<file path="src/hw/prcf_pkg.sv">
// Package: offsets, field positions, reset values and types of the receive capture filter
package prcf_pkg;
  localparam logic [11:0] OFS_CF_MOD = 12'h164;
  localparam logic [11:0] OFS_FILTER = 12'h168;
  localparam logic [11:0] OFS_CAP_SEC = 12'h16c;
  localparam logic [11:0] OFS_CAP_NS = 12'h170;
  localparam logic [11:0] OFS_CAP_HDR = 12'h174;
  localparam logic [11:0] OFS_PDREQ_SEC = 12'h178;
  localparam logic [11:0] OFS_PDREQ_NS = 12'h17c;
  localparam logic [11:0] OFS_REFERENCE = 12'h190;
  localparam logic [11:0] OFS_CAP_STATUS = 12'h194;
  localparam logic [11:0] OFS_BANK_SEL = 12'h198;

  localparam logic [15:0] RST_CF_MOD = 16'h000f;
  localparam logic [15:0] RST_TYPE_FILTER = 16'h0000;
  localparam logic [3:0] RST_VERSION_REF = 4'h2;
  localparam logic [7:0] RST_DOMAIN_REF = 8'h00;
  localparam logic [2:0] RST_BANK_SEL = 3'h0;

  localparam int ALT_FLT_BIT = 18;
  localparam int DOM_FLT_BIT = 17;
  localparam int VER_FLT_BIT = 16;
  localparam int AUTO_UPDATE_BIT = 31;
  localparam int POP_BIT = 0;
  localparam int DOMAIN_REF_LSB = 8;

  localparam int CAP_DEPTH = 4;
  localparam logic [2:0] CAP_FULL_COUNT = 3'h4;
  localparam logic [3:0] KIND_PDELAY_REQ = 4'h2;
  localparam logic [3:0] VERSION_ANY = 4'h0;
  localparam logic [2:0] PORT_BANK = 3'h1;

  localparam logic [1:0] RESP_OKAY = 2'b00;
  localparam logic [1:0] RESP_SLVERR = 2'b10;

  typedef struct packed {
    logic [11:0] source_identity_crc;
    logic [3:0] message_kind_code;
    logic [15:0] sequence_number;
    logic [31:0] capture_whole_seconds;
    logic [29:0] capture_nanos;
  } prcf_capture_s;
endpackage : prcf_pkg

</file>
<file path="src/hw/prcf_cap_if.sv">
// Interface: push, pop and head of the ingress capture buffer
`timescale 1ns/1ps
interface prcf_cap_if;
  logic push;
  prcf_pkg::prcf_capture_s push_entry;
  logic pop;
  prcf_pkg::prcf_capture_s head;
  logic [2:0] count;
  modport buffer (input push, input push_entry, input pop, output head, output count);
  modport user (output push, output push_entry, output pop, input head, input count);
endinterface : prcf_cap_if

</file>
<file path="src/hw/prcf_capture_buffer.sv">
// Four-entry buffer of ingress captures, each entry written whole
`timescale 1ns/1ps
module prcf_capture_buffer (
  input wire logic sys_clk_i,
  input wire logic rst_i,
  prcf_cap_if.buffer cap
);
  prcf_pkg::prcf_capture_s store [prcf_pkg::CAP_DEPTH];
  prcf_pkg::prcf_capture_s next_store [prcf_pkg::CAP_DEPTH];
  logic [1:0] wr_ptr, rd_ptr, next_wr_ptr, next_rd_ptr;
  logic [2:0] count, next_count;
  logic do_push, do_pop;

  always_comb begin
    // Full buffer keeps the oldest captures; newer ones are lost
    do_push = cap.push && (count != prcf_pkg::CAP_FULL_COUNT);
    do_pop = cap.pop && (count != 3'h0);
    next_store = store;
    next_wr_ptr = wr_ptr;
    next_rd_ptr = rd_ptr;
    next_count = count;
    if (do_push) begin
      next_store[wr_ptr] = cap.push_entry;
      next_wr_ptr = wr_ptr + 2'h1;
    end
    if (do_pop) begin
      next_rd_ptr = rd_ptr + 2'h1;
    end
    next_count = count + {2'h0, do_push} - {2'h0, do_pop};
  end

  always_ff @(posedge sys_clk_i or posedge rst_i) begin
    if (rst_i) begin
      for (int i = 0; i < prcf_pkg::CAP_DEPTH; i++) begin
        store[i] <= '0;
      end
      wr_ptr <= 2'h0;
      rd_ptr <= 2'h0;
      count <= 3'h0;
    end else begin
      store <= next_store;
      wr_ptr <= next_wr_ptr;
      rd_ptr <= next_rd_ptr;
      count <= next_count;
    end
  end

  assign cap.head = store[rd_ptr];
  assign cap.count = count;
endmodule : prcf_capture_buffer

</file>
<file path="src/hw/prcf_rx_filter.sv">
// Receive capture and filter register bank with AXI4-Lite slave
`timescale 1ns/1ps
module prcf_rx_filter (
  input wire logic sys_clk_i,
  input wire logic rst_i,
  input wire logic [11:0] s_axi_awaddr_i,
  input wire logic s_axi_awvalid_i,
  output logic s_axi_awready_o,
  input wire logic [31:0] s_axi_wdata_i,
  input wire logic [3:0] s_axi_wstrb_i,
  input wire logic s_axi_wvalid_i,
  output logic s_axi_wready_o,
  output logic [1:0] s_axi_bresp_o,
  output logic s_axi_bvalid_o,
  input wire logic s_axi_bready_i,
  input wire logic [11:0] s_axi_araddr_i,
  input wire logic s_axi_arvalid_i,
  output logic s_axi_arready_o,
  output logic [31:0] s_axi_rdata_o,
  output logic [1:0] s_axi_rresp_o,
  output logic s_axi_rvalid_o,
  input wire logic s_axi_rready_i,
  input wire logic msg_valid_i,
  input wire logic [3:0] msg_kind_i,
  input wire logic [3:0] msg_version_i,
  input wire logic [7:0] msg_domain_i,
  input wire logic msg_alt_grandsource_i,
  input wire logic [15:0] msg_sequence_i,
  input wire logic [11:0] msg_source_crc_i,
  input wire logic [31:0] msg_sec_i,
  input wire logic [29:0] msg_ns_i,
  output logic filter_drop_o,
  output logic correction_modify_o
);
  prcf_cap_if cap ();

  prcf_capture_buffer u_buffer (
    .sys_clk_i(sys_clk_i),
    .rst_i(rst_i),
    .cap(cap)
  );

  // Software state
  logic [15:0] correction_modify_type_mask, next_correction_modify_type_mask;
  logic [15:0] type_filter_mask, next_type_filter_mask;
  logic alternate_grandsource_filter_on, next_alternate_grandsource_filter_on;
  logic domain_filter_on, next_domain_filter_on;
  logic version_filter_on, next_version_filter_on;
  logic [3:0] version_ref, next_version_ref;
  logic [7:0] domain_ref, next_domain_ref;
  logic [3:0] pdreq_sec, next_pdreq_sec;
  logic [29:0] pdreq_ns, next_pdreq_ns;
  logic auto_update, next_auto_update;
  logic [2:0] bank_sel, next_bank_sel;
  // Bus state
  logic aw_have, next_aw_have, w_have, next_w_have;
  logic [11:0] aw_addr, next_aw_addr;
  logic [31:0] w_data, next_w_data;
  logic [3:0] w_strb, next_w_strb;
  logic next_awready, next_wready, next_bvalid, next_arready, next_rvalid;
  logic [1:0] next_bresp, next_rresp;
  logic [31:0] next_rdata;
  // Message path
  logic next_filter_drop, next_correction_modify;
  logic drop_now, cf_hit, pdreq_hit, do_write, pop_req;

  // Word at an address; hit low means unmapped
  function automatic logic [32:0] read_word(input logic [11:0] addr);
    logic [31:0] w;
    logic hit;
    logic port_vis;
    w = 32'h0000_0000;
    hit = 1'b1;
    port_vis = (bank_sel == prcf_pkg::PORT_BANK);
    unique case (addr[11:2])
      prcf_pkg::OFS_CF_MOD[11:2]: w[15:0] = correction_modify_type_mask;
      prcf_pkg::OFS_FILTER[11:2]: begin
        w[15:0] = type_filter_mask;
        w[prcf_pkg::VER_FLT_BIT] = version_filter_on;
        w[prcf_pkg::DOM_FLT_BIT] = domain_filter_on;
        w[prcf_pkg::ALT_FLT_BIT] = alternate_grandsource_filter_on;
      end
      prcf_pkg::OFS_CAP_SEC[11:2]: w = cap.head.capture_whole_seconds;
      prcf_pkg::OFS_CAP_NS[11:2]: w[29:0] = cap.head.capture_nanos;
      prcf_pkg::OFS_CAP_HDR[11:2]: w = {cap.head.source_identity_crc,
        cap.head.message_kind_code, cap.head.sequence_number};
      prcf_pkg::OFS_PDREQ_SEC[11:2]: w[3:0] = pdreq_sec;
      prcf_pkg::OFS_PDREQ_NS[11:2]: begin
        w[29:0] = pdreq_ns;
        w[prcf_pkg::AUTO_UPDATE_BIT] = auto_update;
      end
      prcf_pkg::OFS_REFERENCE[11:2]: begin
        w[3:0] = version_ref;
        w[prcf_pkg::DOMAIN_REF_LSB +: 8] = domain_ref;
      end
      prcf_pkg::OFS_CAP_STATUS[11:2]: w[2:0] = cap.count;
      prcf_pkg::OFS_BANK_SEL[11:2]: begin
        w[2:0] = bank_sel;
        port_vis = 1'b1;
      end
      default: hit = 1'b0;
    endcase
    // Other banks hide this port's registers
    if (!port_vis) begin
      w = 32'h0000_0000;
    end
    return {hit, w};
  endfunction : read_word

  function automatic logic [31:0] apply_strb(input logic [31:0] old, input logic [31:0] data,
                                             input logic [3:0] strb);
    logic [31:0] r;
    r = old;
    for (int i = 0; i < 4; i++) begin
      if (strb[i]) begin
        r[i*8 +: 8] = data[i*8 +: 8];
      end
    end
    return r;
  endfunction : apply_strb

  // Filter and correction decisions
  always_comb begin
    drop_now = type_filter_mask[msg_kind_i];
    if (version_filter_on && (version_ref != prcf_pkg::VERSION_ANY)
        && (msg_version_i != version_ref)) begin
      drop_now = 1'b1;
    end
    if (domain_filter_on && (msg_domain_i != domain_ref)) begin
      drop_now = 1'b1;
    end
    if (alternate_grandsource_filter_on && msg_alt_grandsource_i) begin
      drop_now = 1'b1;
    end
    cf_hit = correction_modify_type_mask[msg_kind_i] && !drop_now;
    pdreq_hit = msg_valid_i && !drop_now && (msg_kind_i == prcf_pkg::KIND_PDELAY_REQ);
    next_filter_drop = msg_valid_i && drop_now;
    next_correction_modify = msg_valid_i && cf_hit;
  end

  assign cap.push = msg_valid_i && !drop_now;
  assign cap.push_entry = '{source_identity_crc: msg_source_crc_i,
    message_kind_code: msg_kind_i, sequence_number: msg_sequence_i,
    capture_whole_seconds: msg_sec_i, capture_nanos: msg_ns_i};
  assign do_write = aw_have && w_have && !s_axi_bvalid_o;
  assign pop_req = do_write && (bank_sel == prcf_pkg::PORT_BANK)
    && (aw_addr[11:2] == prcf_pkg::OFS_CAP_STATUS[11:2]) && w_strb[0] && w_data[prcf_pkg::POP_BIT];
  assign cap.pop = pop_req;

  // Bus and register next state
  always_comb begin
    logic [32:0] old;
    logic [31:0] nw;
    logic [32:0] rd;
    old = read_word(aw_addr);
    nw = apply_strb(old[31:0], w_data, w_strb);
    rd = read_word(s_axi_araddr_i);
    next_correction_modify_type_mask = correction_modify_type_mask;
    next_type_filter_mask = type_filter_mask;
    next_alternate_grandsource_filter_on = alternate_grandsource_filter_on;
    next_domain_filter_on = domain_filter_on;
    next_version_filter_on = version_filter_on;
    next_version_ref = version_ref;
    next_domain_ref = domain_ref;
    next_pdreq_sec = pdreq_sec;
    next_pdreq_ns = pdreq_ns;
    next_auto_update = auto_update;
    next_bank_sel = bank_sel;
    next_aw_have = aw_have || (s_axi_awvalid_i && s_axi_awready_o);
    next_w_have = w_have || (s_axi_wvalid_i && s_axi_wready_o);
    next_aw_addr = (s_axi_awvalid_i && s_axi_awready_o) ? s_axi_awaddr_i : aw_addr;
    next_w_data = (s_axi_wvalid_i && s_axi_wready_o) ? s_axi_wdata_i : w_data;
    next_w_strb = (s_axi_wvalid_i && s_axi_wready_o) ? s_axi_wstrb_i : w_strb;
    next_bvalid = s_axi_bvalid_o && !s_axi_bready_i;
    next_bresp = s_axi_bresp_o;
    if (do_write) begin
      next_aw_have = 1'b0;
      next_w_have = 1'b0;
      next_bvalid = 1'b1;
      next_bresp = old[32] ? prcf_pkg::RESP_OKAY : prcf_pkg::RESP_SLVERR;
      if (aw_addr[11:2] == prcf_pkg::OFS_BANK_SEL[11:2]) begin
        next_bank_sel = nw[2:0];
      end else if (bank_sel == prcf_pkg::PORT_BANK) begin
        unique case (aw_addr[11:2])
          prcf_pkg::OFS_CF_MOD[11:2]: next_correction_modify_type_mask = nw[15:0];
          prcf_pkg::OFS_FILTER[11:2]: begin
            next_type_filter_mask = nw[15:0];
            next_version_filter_on = nw[prcf_pkg::VER_FLT_BIT];
            next_domain_filter_on = nw[prcf_pkg::DOM_FLT_BIT];
            next_alternate_grandsource_filter_on = nw[prcf_pkg::ALT_FLT_BIT];
          end
          prcf_pkg::OFS_PDREQ_SEC[11:2]: next_pdreq_sec = nw[3:0];
          prcf_pkg::OFS_PDREQ_NS[11:2]: begin
            next_pdreq_ns = nw[29:0];
            next_auto_update = nw[prcf_pkg::AUTO_UPDATE_BIT];
          end
          prcf_pkg::OFS_REFERENCE[11:2]: begin
            next_version_ref = nw[3:0];
            next_domain_ref = nw[prcf_pkg::DOMAIN_REF_LSB +: 8];
          end
          default: next_bank_sel = bank_sel;
        endcase
      end
    end
    if (pdreq_hit && auto_update) begin
      next_pdreq_sec = msg_sec_i[3:0];
      next_pdreq_ns = msg_ns_i;
    end
    next_awready = !next_aw_have && !next_bvalid;
    next_wready = !next_w_have && !next_bvalid;
    next_rvalid = s_axi_rvalid_o && !s_axi_rready_i;
    next_rdata = s_axi_rdata_o;
    next_rresp = s_axi_rresp_o;
    if (s_axi_arvalid_i && s_axi_arready_o) begin
      next_rvalid = 1'b1;
      next_rdata = rd[31:0];
      next_rresp = rd[32] ? prcf_pkg::RESP_OKAY : prcf_pkg::RESP_SLVERR;
    end
    next_arready = !next_rvalid;
  end

  always_ff @(posedge sys_clk_i or posedge rst_i) begin
    if (rst_i) begin
      correction_modify_type_mask <= prcf_pkg::RST_CF_MOD;
      type_filter_mask <= prcf_pkg::RST_TYPE_FILTER;
      alternate_grandsource_filter_on <= 1'b0;
      domain_filter_on <= 1'b0;
      version_filter_on <= 1'b0;
      version_ref <= prcf_pkg::RST_VERSION_REF;
      domain_ref <= prcf_pkg::RST_DOMAIN_REF;
      pdreq_sec <= 4'h0;
      pdreq_ns <= 30'h0000_0000;
      auto_update <= 1'b0;
      bank_sel <= prcf_pkg::RST_BANK_SEL;
      aw_have <= 1'b0;
      w_have <= 1'b0;
      aw_addr <= 12'h000;
      w_data <= 32'h0000_0000;
      w_strb <= 4'h0;
      s_axi_awready_o <= 1'b0;
      s_axi_wready_o <= 1'b0;
      s_axi_bvalid_o <= 1'b0;
      s_axi_bresp_o <= prcf_pkg::RESP_OKAY;
      s_axi_arready_o <= 1'b0;
      s_axi_rvalid_o <= 1'b0;
      s_axi_rdata_o <= 32'h0000_0000;
      s_axi_rresp_o <= prcf_pkg::RESP_OKAY;
      filter_drop_o <= 1'b0;
      correction_modify_o <= 1'b0;
    end else begin
      correction_modify_type_mask <= next_correction_modify_type_mask;
      type_filter_mask <= next_type_filter_mask;
      alternate_grandsource_filter_on <= next_alternate_grandsource_filter_on;
      domain_filter_on <= next_domain_filter_on;
      version_filter_on <= next_version_filter_on;
      version_ref <= next_version_ref;
      domain_ref <= next_domain_ref;
      pdreq_sec <= next_pdreq_sec;
      pdreq_ns <= next_pdreq_ns;
      auto_update <= next_auto_update;
      bank_sel <= next_bank_sel;
      aw_have <= next_aw_have;
      w_have <= next_w_have;
      aw_addr <= next_aw_addr;
      w_data <= next_w_data;
      w_strb <= next_w_strb;
      s_axi_awready_o <= next_awready;
      s_axi_wready_o <= next_wready;
      s_axi_bvalid_o <= next_bvalid;
      s_axi_bresp_o <= next_bresp;
      s_axi_arready_o <= next_arready;
      s_axi_rvalid_o <= next_rvalid;
      s_axi_rdata_o <= next_rdata;
      s_axi_rresp_o <= next_rresp;
      filter_drop_o <= next_filter_drop;
      correction_modify_o <= next_correction_modify;
    end
  end
endmodule : prcf_rx_filter

</file>
<file path="config.mk">
export PLATFORM = sky130hd
export DESIGN_NAME = prcf_rx_filter
export DESIGN_NICKNAME = d
export VERILOG_FILES = /design/src/hw/prcf_pkg.sv /design/src/hw/prcf_cap_if.sv /design/src/hw/prcf_capture_buffer.sv /design/src/hw/prcf_rx_filter.sv
export SDC_FILE = /design/constraint.sdc
export NUM_CORES = 1
export LEC_CHECK = 0
export ABC_CLOCK_PERIOD_IN_PS = 17400
export BUFFER_PORTS_ARGS = -buffer_cell sky130_fd_sc_hd__clkbuf_2
export CAP_MARGIN = 5
export CORE_ASPECT_RATIO = 1.2
export CORE_MARGIN = 2
export CORE_UTILIZATION = 54
export DETAILED_ROUTE_END_ITERATION = 10
export PLACE_DENSITY = 0.81
export SLEW_MARGIN = 25
export SYNTH_ARGS = -nofsm -noshare
export SYNTH_HDL_FRONTEND = slang
export SYNTH_SLANG_ARGS = --single-unit
</file>
<file path="constraint.sdc">
create_clock -name sys_clk_i -period 17.4 [get_ports sys_clk_i]
set_clock_uncertainty 0.05 [all_clocks]
set_input_delay 0.87 -clock sys_clk_i [delete_from_list [all_inputs] [get_ports sys_clk_i]]
set_output_delay 0.87 -clock sys_clk_i [all_outputs]
set_load 0.05 [all_outputs]
</file>
Yosys cells after proc, flatten, opt, wreduce, memory -nomap -nowiden

Index checks and enable logic that the tools add are counted.

Logic and storage cells: 199
Bits in registers: 561
Bits of input ports: 175

Add/subtract/negate cells: 4
Bitwise operators: 3
Reduce and logical (&&, ||, !) cells: 53
Equality and inequality tests: 29
Multiplexer cells: 55
Magnitude comparators: 4

Operators by type and width:

| operator                                                                | count |
|---|---|
| 376-bit bitwise mux                                                     | 1 |
| 94-bit two-way mux                                                      | 3 |
| 10-bit by 7-bit equality test with 1-bit output (second input constant) | 20 |
| 94-bit binary-select mux with 2-bit select                              | 1 |
| 94-bit demux with 2-bit select                                          | 1 |
| 30-bit two-way mux                                                      | 5 |
| 8-bit case mux with 7 select lines                                      | 2 |
| 11-bit case mux with 4 select lines                                     | 2 |
| 32-bit two-way mux                                                      | 2 |
| 4-bit case mux with 6 select lines                                      | 2 |
| 3-bit case mux with 5 select lines                                      | 3 |
| 8-bit two-way mux                                                       | 4 |
| 3-bit case mux with 10 select lines                                     | 1 |
| 1-bit logical AND                                                       | 26 |
| 4-bit two-way mux                                                       | 5 |
| 4-bit AND reduction                                                     | 5 |
| 10-bit OR reduction                                                     | 2 |
| 1-bit case mux with 8 select lines                                      | 2 |
| 5-bit AND reduction                                                     | 3 |
| 1-bit two-way mux                                                       | 13 |
| 3-bit inequality test (second input constant)                           | 4 |
| 1-bit binary-select mux with 4-bit select                               | 2 |
| 1-bit zero test                                                         | 8 |
| 8-bit inequality test                                                   | 1 |
| other kinds (20)                                                        | 30 |

Depth between registers and ports, before layout

Gate-level depths: netlist of the first run.

Depth after elaboration: 12
Mapped depth: 12
Depth with buffers taken out: 11

Modules after synthesis

Synthesis of the first run repeated with hierarchy kept, for this count alone.

Cell total of the unflattened synthesis: 1,984
Area, all modules: 28,084.4 µm²

Modules (own cells, without submodules):

| module              | cells an instance | area each (µm²) | seq. area each (µm²) | times used |
|---|---|---|---|---|
| prcf_capture_buffer | 947               | 17,825.8        | 9,584.2              | 1 |
| prcf_rx_filter      | 1,037             | 10,258.6        | 4,335.4              | 1 |

Worst setup path after synthesis of the first run

OpenSTA, ideal clock, no wires.

Path type: input to register
Start: input port msg_kind_i[0]
End: register u_buffer.count[2] (netlist: u_buffer.cap.count[2])
Stages: 10
Slack: 14.050 ns
Data required time: 17.224 ns
Arrival: 3.174 ns
Setup time: 0.126 ns
Cells stage by stage: buf_2 > mux4_2 > mux2i_1 > mux2i_1 > nor4_4 > ha_1 > inv_1 > fa_1 > xnor2_1 > xnor2_1

Word-level cells in the longest chain between the ends: 10

Ends and longest elaborated chain:

| what                                        | line                      | text |
|---|---|---|
| start, declared                             | prcf_rx_filter.sv:24      | `input wire logic [3:0] msg_kind_i,` |
| 1-bit binary-select mux with 4-bit select   | prcf_rx_filter.sv:124     | `drop_now = type_filter_mask[msg_kind_i];` |
| 1-bit two-way mux (not written as such)     | prcf_rx_filter.sv:124     |  |
| 1-bit two-way mux                           | prcf_rx_filter.sv:125     | `if (version_filter_on && (version_ref != prcf_pkg::VERSION_ANY)` |
| 1-bit two-way mux                           | prcf_rx_filter.sv:129     | `if (domain_filter_on && (msg_domain_i != domain_ref)) begin` |
| 1-bit two-way mux                           | prcf_rx_filter.sv:132     | `if (alternate_grandsource_filter_on && msg_alt_grandsource_i) begin` |
| 1-bit zero test                             | prcf_rx_filter.sv:141     | `assign cap.push = msg_valid_i && !drop_now;` |
| 1-bit logical AND                           | prcf_rx_filter.sv:141     |  |
| 1-bit logical AND                           | prcf_capture_buffer.sv:16 | `do_push = cap.push && (count != prcf_pkg::CAP_FULL_COUNT);` |
| named net u_buffer.do_push                  | prcf_capture_buffer.sv:12 | `logic do_push, do_pop;` |
| 3-bit by 1-bit adder with 3-bit output      | prcf_capture_buffer.sv:29 | `next_count = count + {2'h0, do_push} - {2'h0, do_pop};` |
| 3-bit by 1-bit subtractor with 3-bit output | prcf_capture_buffer.sv:29 |  |
| named net u_buffer.next_count[2]            | prcf_capture_buffer.sv:11 | `logic [2:0] count, next_count;` |
| end signal, assigned                        | prcf_capture_buffer.sv:44 | `count <= next_count;` |
| end, declared                               | prcf_capture_buffer.sv:11 |  |

The timed path passes the listed nets, and every way through them passes these cells. The select of a mux whose other input is x is not followed.
A chain may end at the register's enable or synchronous reset.

Worst setup path after layout of the first run

Start: register aw_addr[2]
End: register u_buffer.count[2] (netlist: u_buffer.cap.count[2])

Word-level cells in the longest chain between the ends: 6

Ends and longest elaborated chain:

| what                                            | line                      | text |
|---|---|---|
| start, declared                                 | prcf_rx_filter.sv:57      | `logic [11:0] aw_addr, next_aw_addr;` |
| start signal, assigned                          | prcf_rx_filter.sv:264     | `aw_addr <= next_aw_addr;` |
| 10-bit by 7-bit equality test with 1-bit output | prcf_rx_filter.sv:147     | `&& (aw_addr[11:2] == prcf_pkg::OFS_CAP_STATUS[11:2]) && w_strb[0] && w_data[prcf_pkg::POP_BIT];` |
| 1-bit logical AND (3 in a row)                  | prcf_rx_filter.sv:147     |  |
| 1-bit logical AND                               | prcf_capture_buffer.sv:17 | `do_pop = cap.pop && (count != 3'h0);` |
| named net u_buffer.do_pop                       | prcf_capture_buffer.sv:12 |  |
| 3-bit by 1-bit subtractor with 3-bit output     | prcf_capture_buffer.sv:29 |  |
| named net u_buffer.next_count[2]                | prcf_capture_buffer.sv:11 |  |

The timed path passes the listed nets, and every way through them passes these cells.

==> out/metrics.cfg, run 1 <==
[pwr]
ir_drop_mv=0.08786
comb_power_share_pct=28.9
clkPwrFrac_pct=26.6
swShare_pct=31.37
power.density_nw_per_um2=159.6
p_total_mw=4.791
pwr-share-seq_pct=44.4
switchingPower_mw=1.503
p_int_mw=3.288
leakage_nw=12.60

[layout]
area_delta_synth_final_pct=13.17
fillCellCount=3569
final_nets=2381
layout-drive-gt1-share_pct=39.13
final_util_pct=62.11

[floorplan]
initial_core_util_pct=54.88
core.rowCount=88
fp.dieW_um=206.3
die_area_sq_um=50920
ios=218
die_height_um=246.8
core_sq_um=48340

[sta]
period_share_pct=24.30
maxSlewHeadroom_pct=24.08
setup_viol=0
maxSlewViolCount=0
min_period_ps=4228
hold_slack_ps=345.6
finalWorstSetupSlack_ps=13170
tightest_slew_ps=1136
rsz0062_at_grt=false
tns_ps=0
finalHoldViolCount=0
fmax_ghz=0.2365

[synthesis]
synth_top_cell_area_share_pct=51.98
ys_ff_latch=556
yosysMostFrequentCell=dfrtp_1
yosysTopAreaCell=dfrtp_1
yosysWarnings=0
avgSynthCellArea_sq_um=13.02
synth_area_leaders=dfrtp_1, mux2_2, mux4_2
syn-cell-area_sq_um=26530
synthFlopType=dfrtp_1
synth_cell_types=71
ys_seq_area_share_pct=52.47
synth_edf_count=0
async_flop_share_pct=100.0
netlist_top_cells_count=dfrtp_1, mux2_2, nand2_1
syn-instance-count=2037

[critical_path]
required_ps=17850
worstPathArrival_ps=4680
worstPathCellList=buf_4 > nor2b_1 > nand2_1 > nor4_1 > ha_1 > inv_1 > ha_1 > inv_1 > fa_1 > xnor2_1 > xnor2_1
path_delay_family=simple AND/OR/NAND/NOR gates
crit_buf_inv=3
worst_path_max_delay_cell=nor4_1
max_stage_delay_ps=880
crit_fanout=24
worstSetupStartpointType=register
end_kind=register
crit_type=register to register

[clocking]
clk_pin_slew_worst_paths_ps=70
cts_root_buf=clkbuf_16
ctsHtreeMaxLevel=2
post_cts_resized=0
clk_latency_ps=630
post_cts_buffers=0
cts_sinks=556
cts_tree=yes
hold_buffers=0
clockBufferDepth=3
cts_buffers=55

[global_route]
grt_pass1_vias=19290
grt_use_total_pct=32.20
grt_max_degree=111
grt.overflow.total=0
grt_pass1_wl_um=121700
antenna_found_initial=12

[placement]
preCtsSetupSlack_ps=13170
place_congestion=0.9740
portBuffers=210
dpl.hpwl_um=55280

[route]
wirelength_um=81240
drcViolationCount=0
vias=19160
antenna_left=0
drt-initial-drc-count=2194
routedWlPerCell_um=28.15
viasPerCell=6.640
drt_pass1_iterations=6

[flow_run]
cap_violations=0

[status]
status=complete, no violations

[hold_path]
hp-class=input port to asynchronous set/reset pin

[per-layer routing]
layer  vias up  global-route usage [%]  wire length (um)
met5         -                       0                25
met4         4                   13.30              3366
met3       206                   6.945              7308
met2      1025                   49.34             37610
met1      9879                   44.75             32940
li1       8049                       -                 -
[worst paths after layout]
| path | end | slack (ps) | cells past startpoint | from |
|---|---|---|---|---|
| setup reg to reg | u_buffer.cap.count[2] | 13170 | 11 | aw_addr[2] |
| setup / recovery | u_buffer.cap.count[2] | 13170 | 11 | aw_addr[2] |
| min in group sys_clk_i | s_axi_bvalid_o | 410 | 2 | s_axi_bready_i |
| hold reg to reg | s_axi_rdata_o[15] | 430 | 2 | s_axi_rdata_o[15] |
| max in group asynchronous | u_buffer.store[184] | 14870 | 4 | rst_i |
| hold / removal | w_data[14] | 350 | 2 | rst_i |
[power groups by stage]
stage / clock network (mW) / registers (mW) / logic [mW]
after CTS: 1.29 / 2.12 / 1.37
final: 1.28 / 2.13 / 1.39
after floorplan: 0 / 2.03 / 1.05
after global placement: 0 / 2.08 / 1.30
after global routing: 1.34 / 2.18 / 1.46
after detailed placement: 0 / 2.14 / 1.36
[cell usage in the layout (no fill, tap or decap), types with 7 or more instances in the layout]
cell type,n
buf_4,31
dfrtp_1,549
nor2_1,67
a21oi_1,44
nor4_1,7
clkbuf_8,15
and3_1,9
a222oi_1,11
clkinv_2,7
clkbuf_1,11
diode_2,12
mux2i_1,52
clkbuf_2,210
nand2_1,144
o22ai_1,9
a22o_1,26
a22oi_1,59
clkbuf_16,56
a211oi_1,11
nor3_1,22
xor2_1,12
a221oi_1,45
nand3_1,37
inv_1,13
a221o_1,13
nor2b_1,12
mux2_2,428
o211ai_1,14
o21ai_0,88
a31oi_1,7
o32a_1,7
mux4_2,76
[cell type report]
cell class              count  area [sq um]  area share (%)
diodes                     12         30.03          0.1000
multi-input cells        1326         11930           39.73
clock buffers              82          1649           5.493
clock inverters            20         307.8           1.025
well taps                 630         788.3           2.626
repair buffers            245          1329           4.426
inverters                  15         63.81          0.2125
flip-flops and latches    556         13930           46.39
[sequential cells by signal (all words and copies together) (netlist names), 8 cells and up]
register                     flops
aw_addr                         10
domain_ref                       8
correction_modify_type_mask     16
u_buffer.store                 376
pdreq_ns                        30
type_filter_mask                16
w_data                          31
s_axi_rdata_o                   32
[metrics by stage]
step                area, sq um  cells
finish                    30020   2886
floorplan                 26530   2038
detailed placement        28010   2772
global placement          27990   2772
CTS                       29960   2874
global route              30020   2883
[worst reg2reg max path, stage by stage (launching register included)]
cell and delay (ps):
dfrtp_1 320, buf_4 340, nor2b_1 890, nand2_1 330, nor4_1 880, ha_1 370
inv_1 50, ha_1 140, inv_1 60, fa_1 400, xnor2_1 140, xnor2_1 130
[logic make-up (layout without fill, tap and decap cells)]
| family | after synthesis | after routing | synth area share [%] |
|---|---|---|---|
| buffers and inverters | 156 | 362 | 3.122 |
| adders and majority gates | 7 | 7 | 0.3585 |
| and+or+nand+nor | 359 | 359 | 6.462 |
| DFF | 556 | 556 | 52.47 |
| other | 1 | 14 | 0.01414 |
| xor gates and xnor gates | 17 | 17 | 0.5613 |
| muxes | 556 | 556 | 26.58 |
| AOI/OAI and AO/OA | 385 | 385 | 10.43 |
No activity file was read; power rests on OpenSTA's default activity.
==> inputs of run 2 (changes only) <==
--- a/config.mk
+++ b/config.mk
@@ -5,14 +5,15 @@
 export SDC_FILE = /design/constraint.sdc
 export NUM_CORES = 1
 export LEC_CHECK = 0
-export ABC_CLOCK_PERIOD_IN_PS = 17400
+export ABC_AREA = 1
+export ABC_CLOCK_PERIOD_IN_PS = 3700
 export BUFFER_PORTS_ARGS = -buffer_cell sky130_fd_sc_hd__clkbuf_2
 export CAP_MARGIN = 5
 export CORE_ASPECT_RATIO = 1.2
 export CORE_MARGIN = 2
-export CORE_UTILIZATION = 54
+export CORE_UTILIZATION = 55
 export DETAILED_ROUTE_END_ITERATION = 10
-export PLACE_DENSITY = 0.81
+export PLACE_DENSITY = 0.82
 export SLEW_MARGIN = 25
 export SYNTH_ARGS = -nofsm -noshare
 export SYNTH_HDL_FRONTEND = slang
==> constraint.sdc (replaced) <==
create_clock -name sys_clk_i -period 3.7 [get_ports sys_clk_i]
set_clock_uncertainty 0.05 [all_clocks]
set_input_delay 0.185 -clock sys_clk_i [delete_from_list [all_inputs] [get_ports sys_clk_i]]
set_output_delay 0.185 -clock sys_clk_i [all_outputs]
set_load 0.05 [all_outputs]
==> out/metrics.cfg, run 2 <==
[layout]
final_nets=4319
largest_register_ffs=376
final_util_pct=65.68
stdcell_area_sq_um=33650
final_cell_mix=nand2_1, nand3_1, dfrtp_1
area_delta_synth_final_pct=18.16
max_flop_register=u_buffer.store
fillCellCount=4309
mostFrequentLayoutCell=nand2_1
layoutNonFillerInstCount=4835
layout-drive-gt1-share_pct=10.50
top_regs=u_buffer.store x376, s_axi_rdata_o x32, w_data x31

[sta]
period_share_pct=90.45
rsz0062_at_grt=false
fmax_ghz=0.2988
maxSlewViolCount=0
tightest_slew_ps=946.6
finalWorstSetupSlack_ps=353.5
maxSlewHeadroom_pct=36.89
hold_slack_ps=10.47
min_period_ps=3346
tns_ps=0
setup_viol=0
finalHoldViolCount=0

[placement]
place_inst=4573
portBuffers=210
preCtsSetupSlack_ps=500.9
dpl.hpwl_um=65680
place_congestion=1.047
placed_area_sq_um=30080

[synthesis]
synthAdderAreaFrac_pct=0.3339
syn-cell-area_sq_um=28480
ys_seq_area_share_pct=48.88
synth_edf_count=0
synth-simple-area-share_pct=35.33
syn-instance-count=3876
async_flop_share_pct=100.0
netlist_top_cells_count=nand2_1, nand3_1, dfrtp_1
synth_xor_area_share_pct=0.3383
avgSynthCellArea_sq_um=7.347
yosysTopAreaCell=dfrtp_1
synth_top_cell_area_share_pct=48.42
yosysWarnings=0
synthFlopType=dfrtp_1
ys_ff_latch=556
synth_cell_types=47
synth_compound_area_share_pct=8.110
synth.mux.area_fraction_pct=0
yosysMostFrequentCell=nand2_1
synth_area_leaders=dfrtp_1, nand2_1, nand3_1
synth_top_family_by_area=simple AND/OR/NAND/NOR gates

[global_route]
grt_pass1_wl_um=157400
grt_max_degree=123
antenna_found_initial=3
grt_use_total_pct=38.21
grt.overflow.total=0
grt_pass1_vias=27810

[route]
vias=28910
routedWlPerCell_um=21.24
viasPerCell=5.980
wirelength_um=102700
drt-initial-drc-count=3994
antenna_left=0
drt_pass1_iterations=6
drcViolationCount=0

[critical_path]
worst_path_max_delay_cell=dfstp_2
worstPathArrival_ps=3810
crit_buf_inv=3
crit_fanout=61
worstSetupStartpointType=register
crit_type=register to register
worstPathCellList=inv_2 > nand2_1 > nand2_1 > nor2_1 > nand2_1 > a21oi_1 > nand3_2 > nor2_4 > nand2_2 > nor2_4 > buf_4 > nand2_4 > buf_4 > nand2_1 > nand2_1
max_stage_delay_ps=570
crit_top_cell=nand2_1
required_ps=4160
end_kind=register
path_delay_family=simple AND/OR/NAND/NOR gates

[pwr]
comb_power_share_pct=30.9
power.density_nw_per_um2=671.8
switchingPower_mw=8.634
p_int_mw=13.97
p_total_mw=22.61
pwr-share-seq_pct=42.0
swShare_pct=38.19
ir_drop_mv=0.4480
leakage_nw=17.61
clkPwrFrac_pct=27.2

[clocking]
cts_root_buf=clkbuf_16
post_cts_resized=0
clk_latency_ps=660
cts_buffers=56
cts_sinks=556
cts_tree=yes
post_cts_buffers=0
clk_pin_slew_worst_paths_ps=60
clockBufferDepth=3
ctsHtreeMaxLevel=2

[floorplan]
ios=218
die_height_um=253.3
die_area_sq_um=53620
fp.dieW_um=211.7
core_sq_um=51240
core.rowCount=91
initial_core_util_pct=55.58

[flow_run]
cap_violations=0

[status]
status=complete, no violations

[hold_path]
hp-class=input port to register

## run 2: changes by cell type in the layout (fill, tap and decap cells not counted), sizes merged, moves of 39 or more
cell / previous run / this run
inv: 17 / 205
a221oi: 45 / 3
nor2: 68 / 298
a22oi: 59 / 20
o21ai: 88 / 205
mux2: 428 / 0
dlygate4sd3: 0 / 157
nand3: 37 / 591
buf: 35 / 88
mux2i: 52 / 0
mux4: 76 / 0
nand2: 148 / 1498
## run 2: path summary, 6_finish.rpt
path / start / end / slack (ps) / cells past startpoint
setup / recovery: version_ref[1] / u_buffer.store[229] / 350 / 15
hold / removal: s_axi_wvalid_i / w_data[6] / 10 / 5
setup reg to reg: version_ref[1] / u_buffer.store[229] / 350 / 15
hold reg to reg: u_buffer.store[38] / u_buffer.store[38] / 420 / 2
max in group asynchronous: rst_i / u_buffer.store[271] / 2410 / 4
min in group asynchronous: rst_i / s_axi_rdata_o[4] / 170 / 3
## run 2: area by class of cell
type	count	area, sq um	share of cell area, %
Antenna cell	4	10.01	0.02975
Inverter	209	793.3	2.357
Multi-Input combinational cell	2859	12660	37.63
Timing Repair Buffer	455	3458	10.28
Tap cell	651	814.5	2.421
Clock inverter	23	372.9	1.108
Clock buffer	78	1614	4.796
Sequential cell	556	13920	41.38
## run 2: routing by layer
layer  GRT usage (%)  share of wire [%]  vias up
li1                -                  -    13020
met1           47.88                 37    13680
met3           9.798                 11      407
met5               0                  0        -
met2           59.26                 45     1812
met4           23.86                6.8        0
## run 2: cells by family (layout without fill, tap and decap cells)
family	after synthesis	in the layout
flip-flops	556	556
XOR/XNOR	11	11
other	1	6
AO/OA/AOI/OAI	397	397
buffers and inverters	462	765
adder cells (fa/ha/maj)	7	7
AND/OR/NAND/NOR	2442	2442
## run 2: power by group through the flow
| stage | registers, mW | logic (mW) | clock network [mW] |
|---|---|---|---|
| after global routing | 9.69 | 7.74 | 6.38 |
| after floorplan | 9.29 | 4.52 | 0 |
| after detailed placement | 9.47 | 6.50 | 0 |
| final | 9.49 | 6.98 | 6.14 |
| after global placement | 9.40 | 6.29 | 0 |
| after CTS | 9.41 | 6.78 | 6.15 |
## run 2: worst min-delay path: stages
cell      delay, ps
clkbuf_2         70
nand2_1          50
buf_4           230
nand2_1          90
nand2_1          50
## run 2: timing repair
action | CTS | global route
hold endpoints to repair | 476 | 0
setup endpoints to repair | 0 | 0
hold buffers | 157 | 0
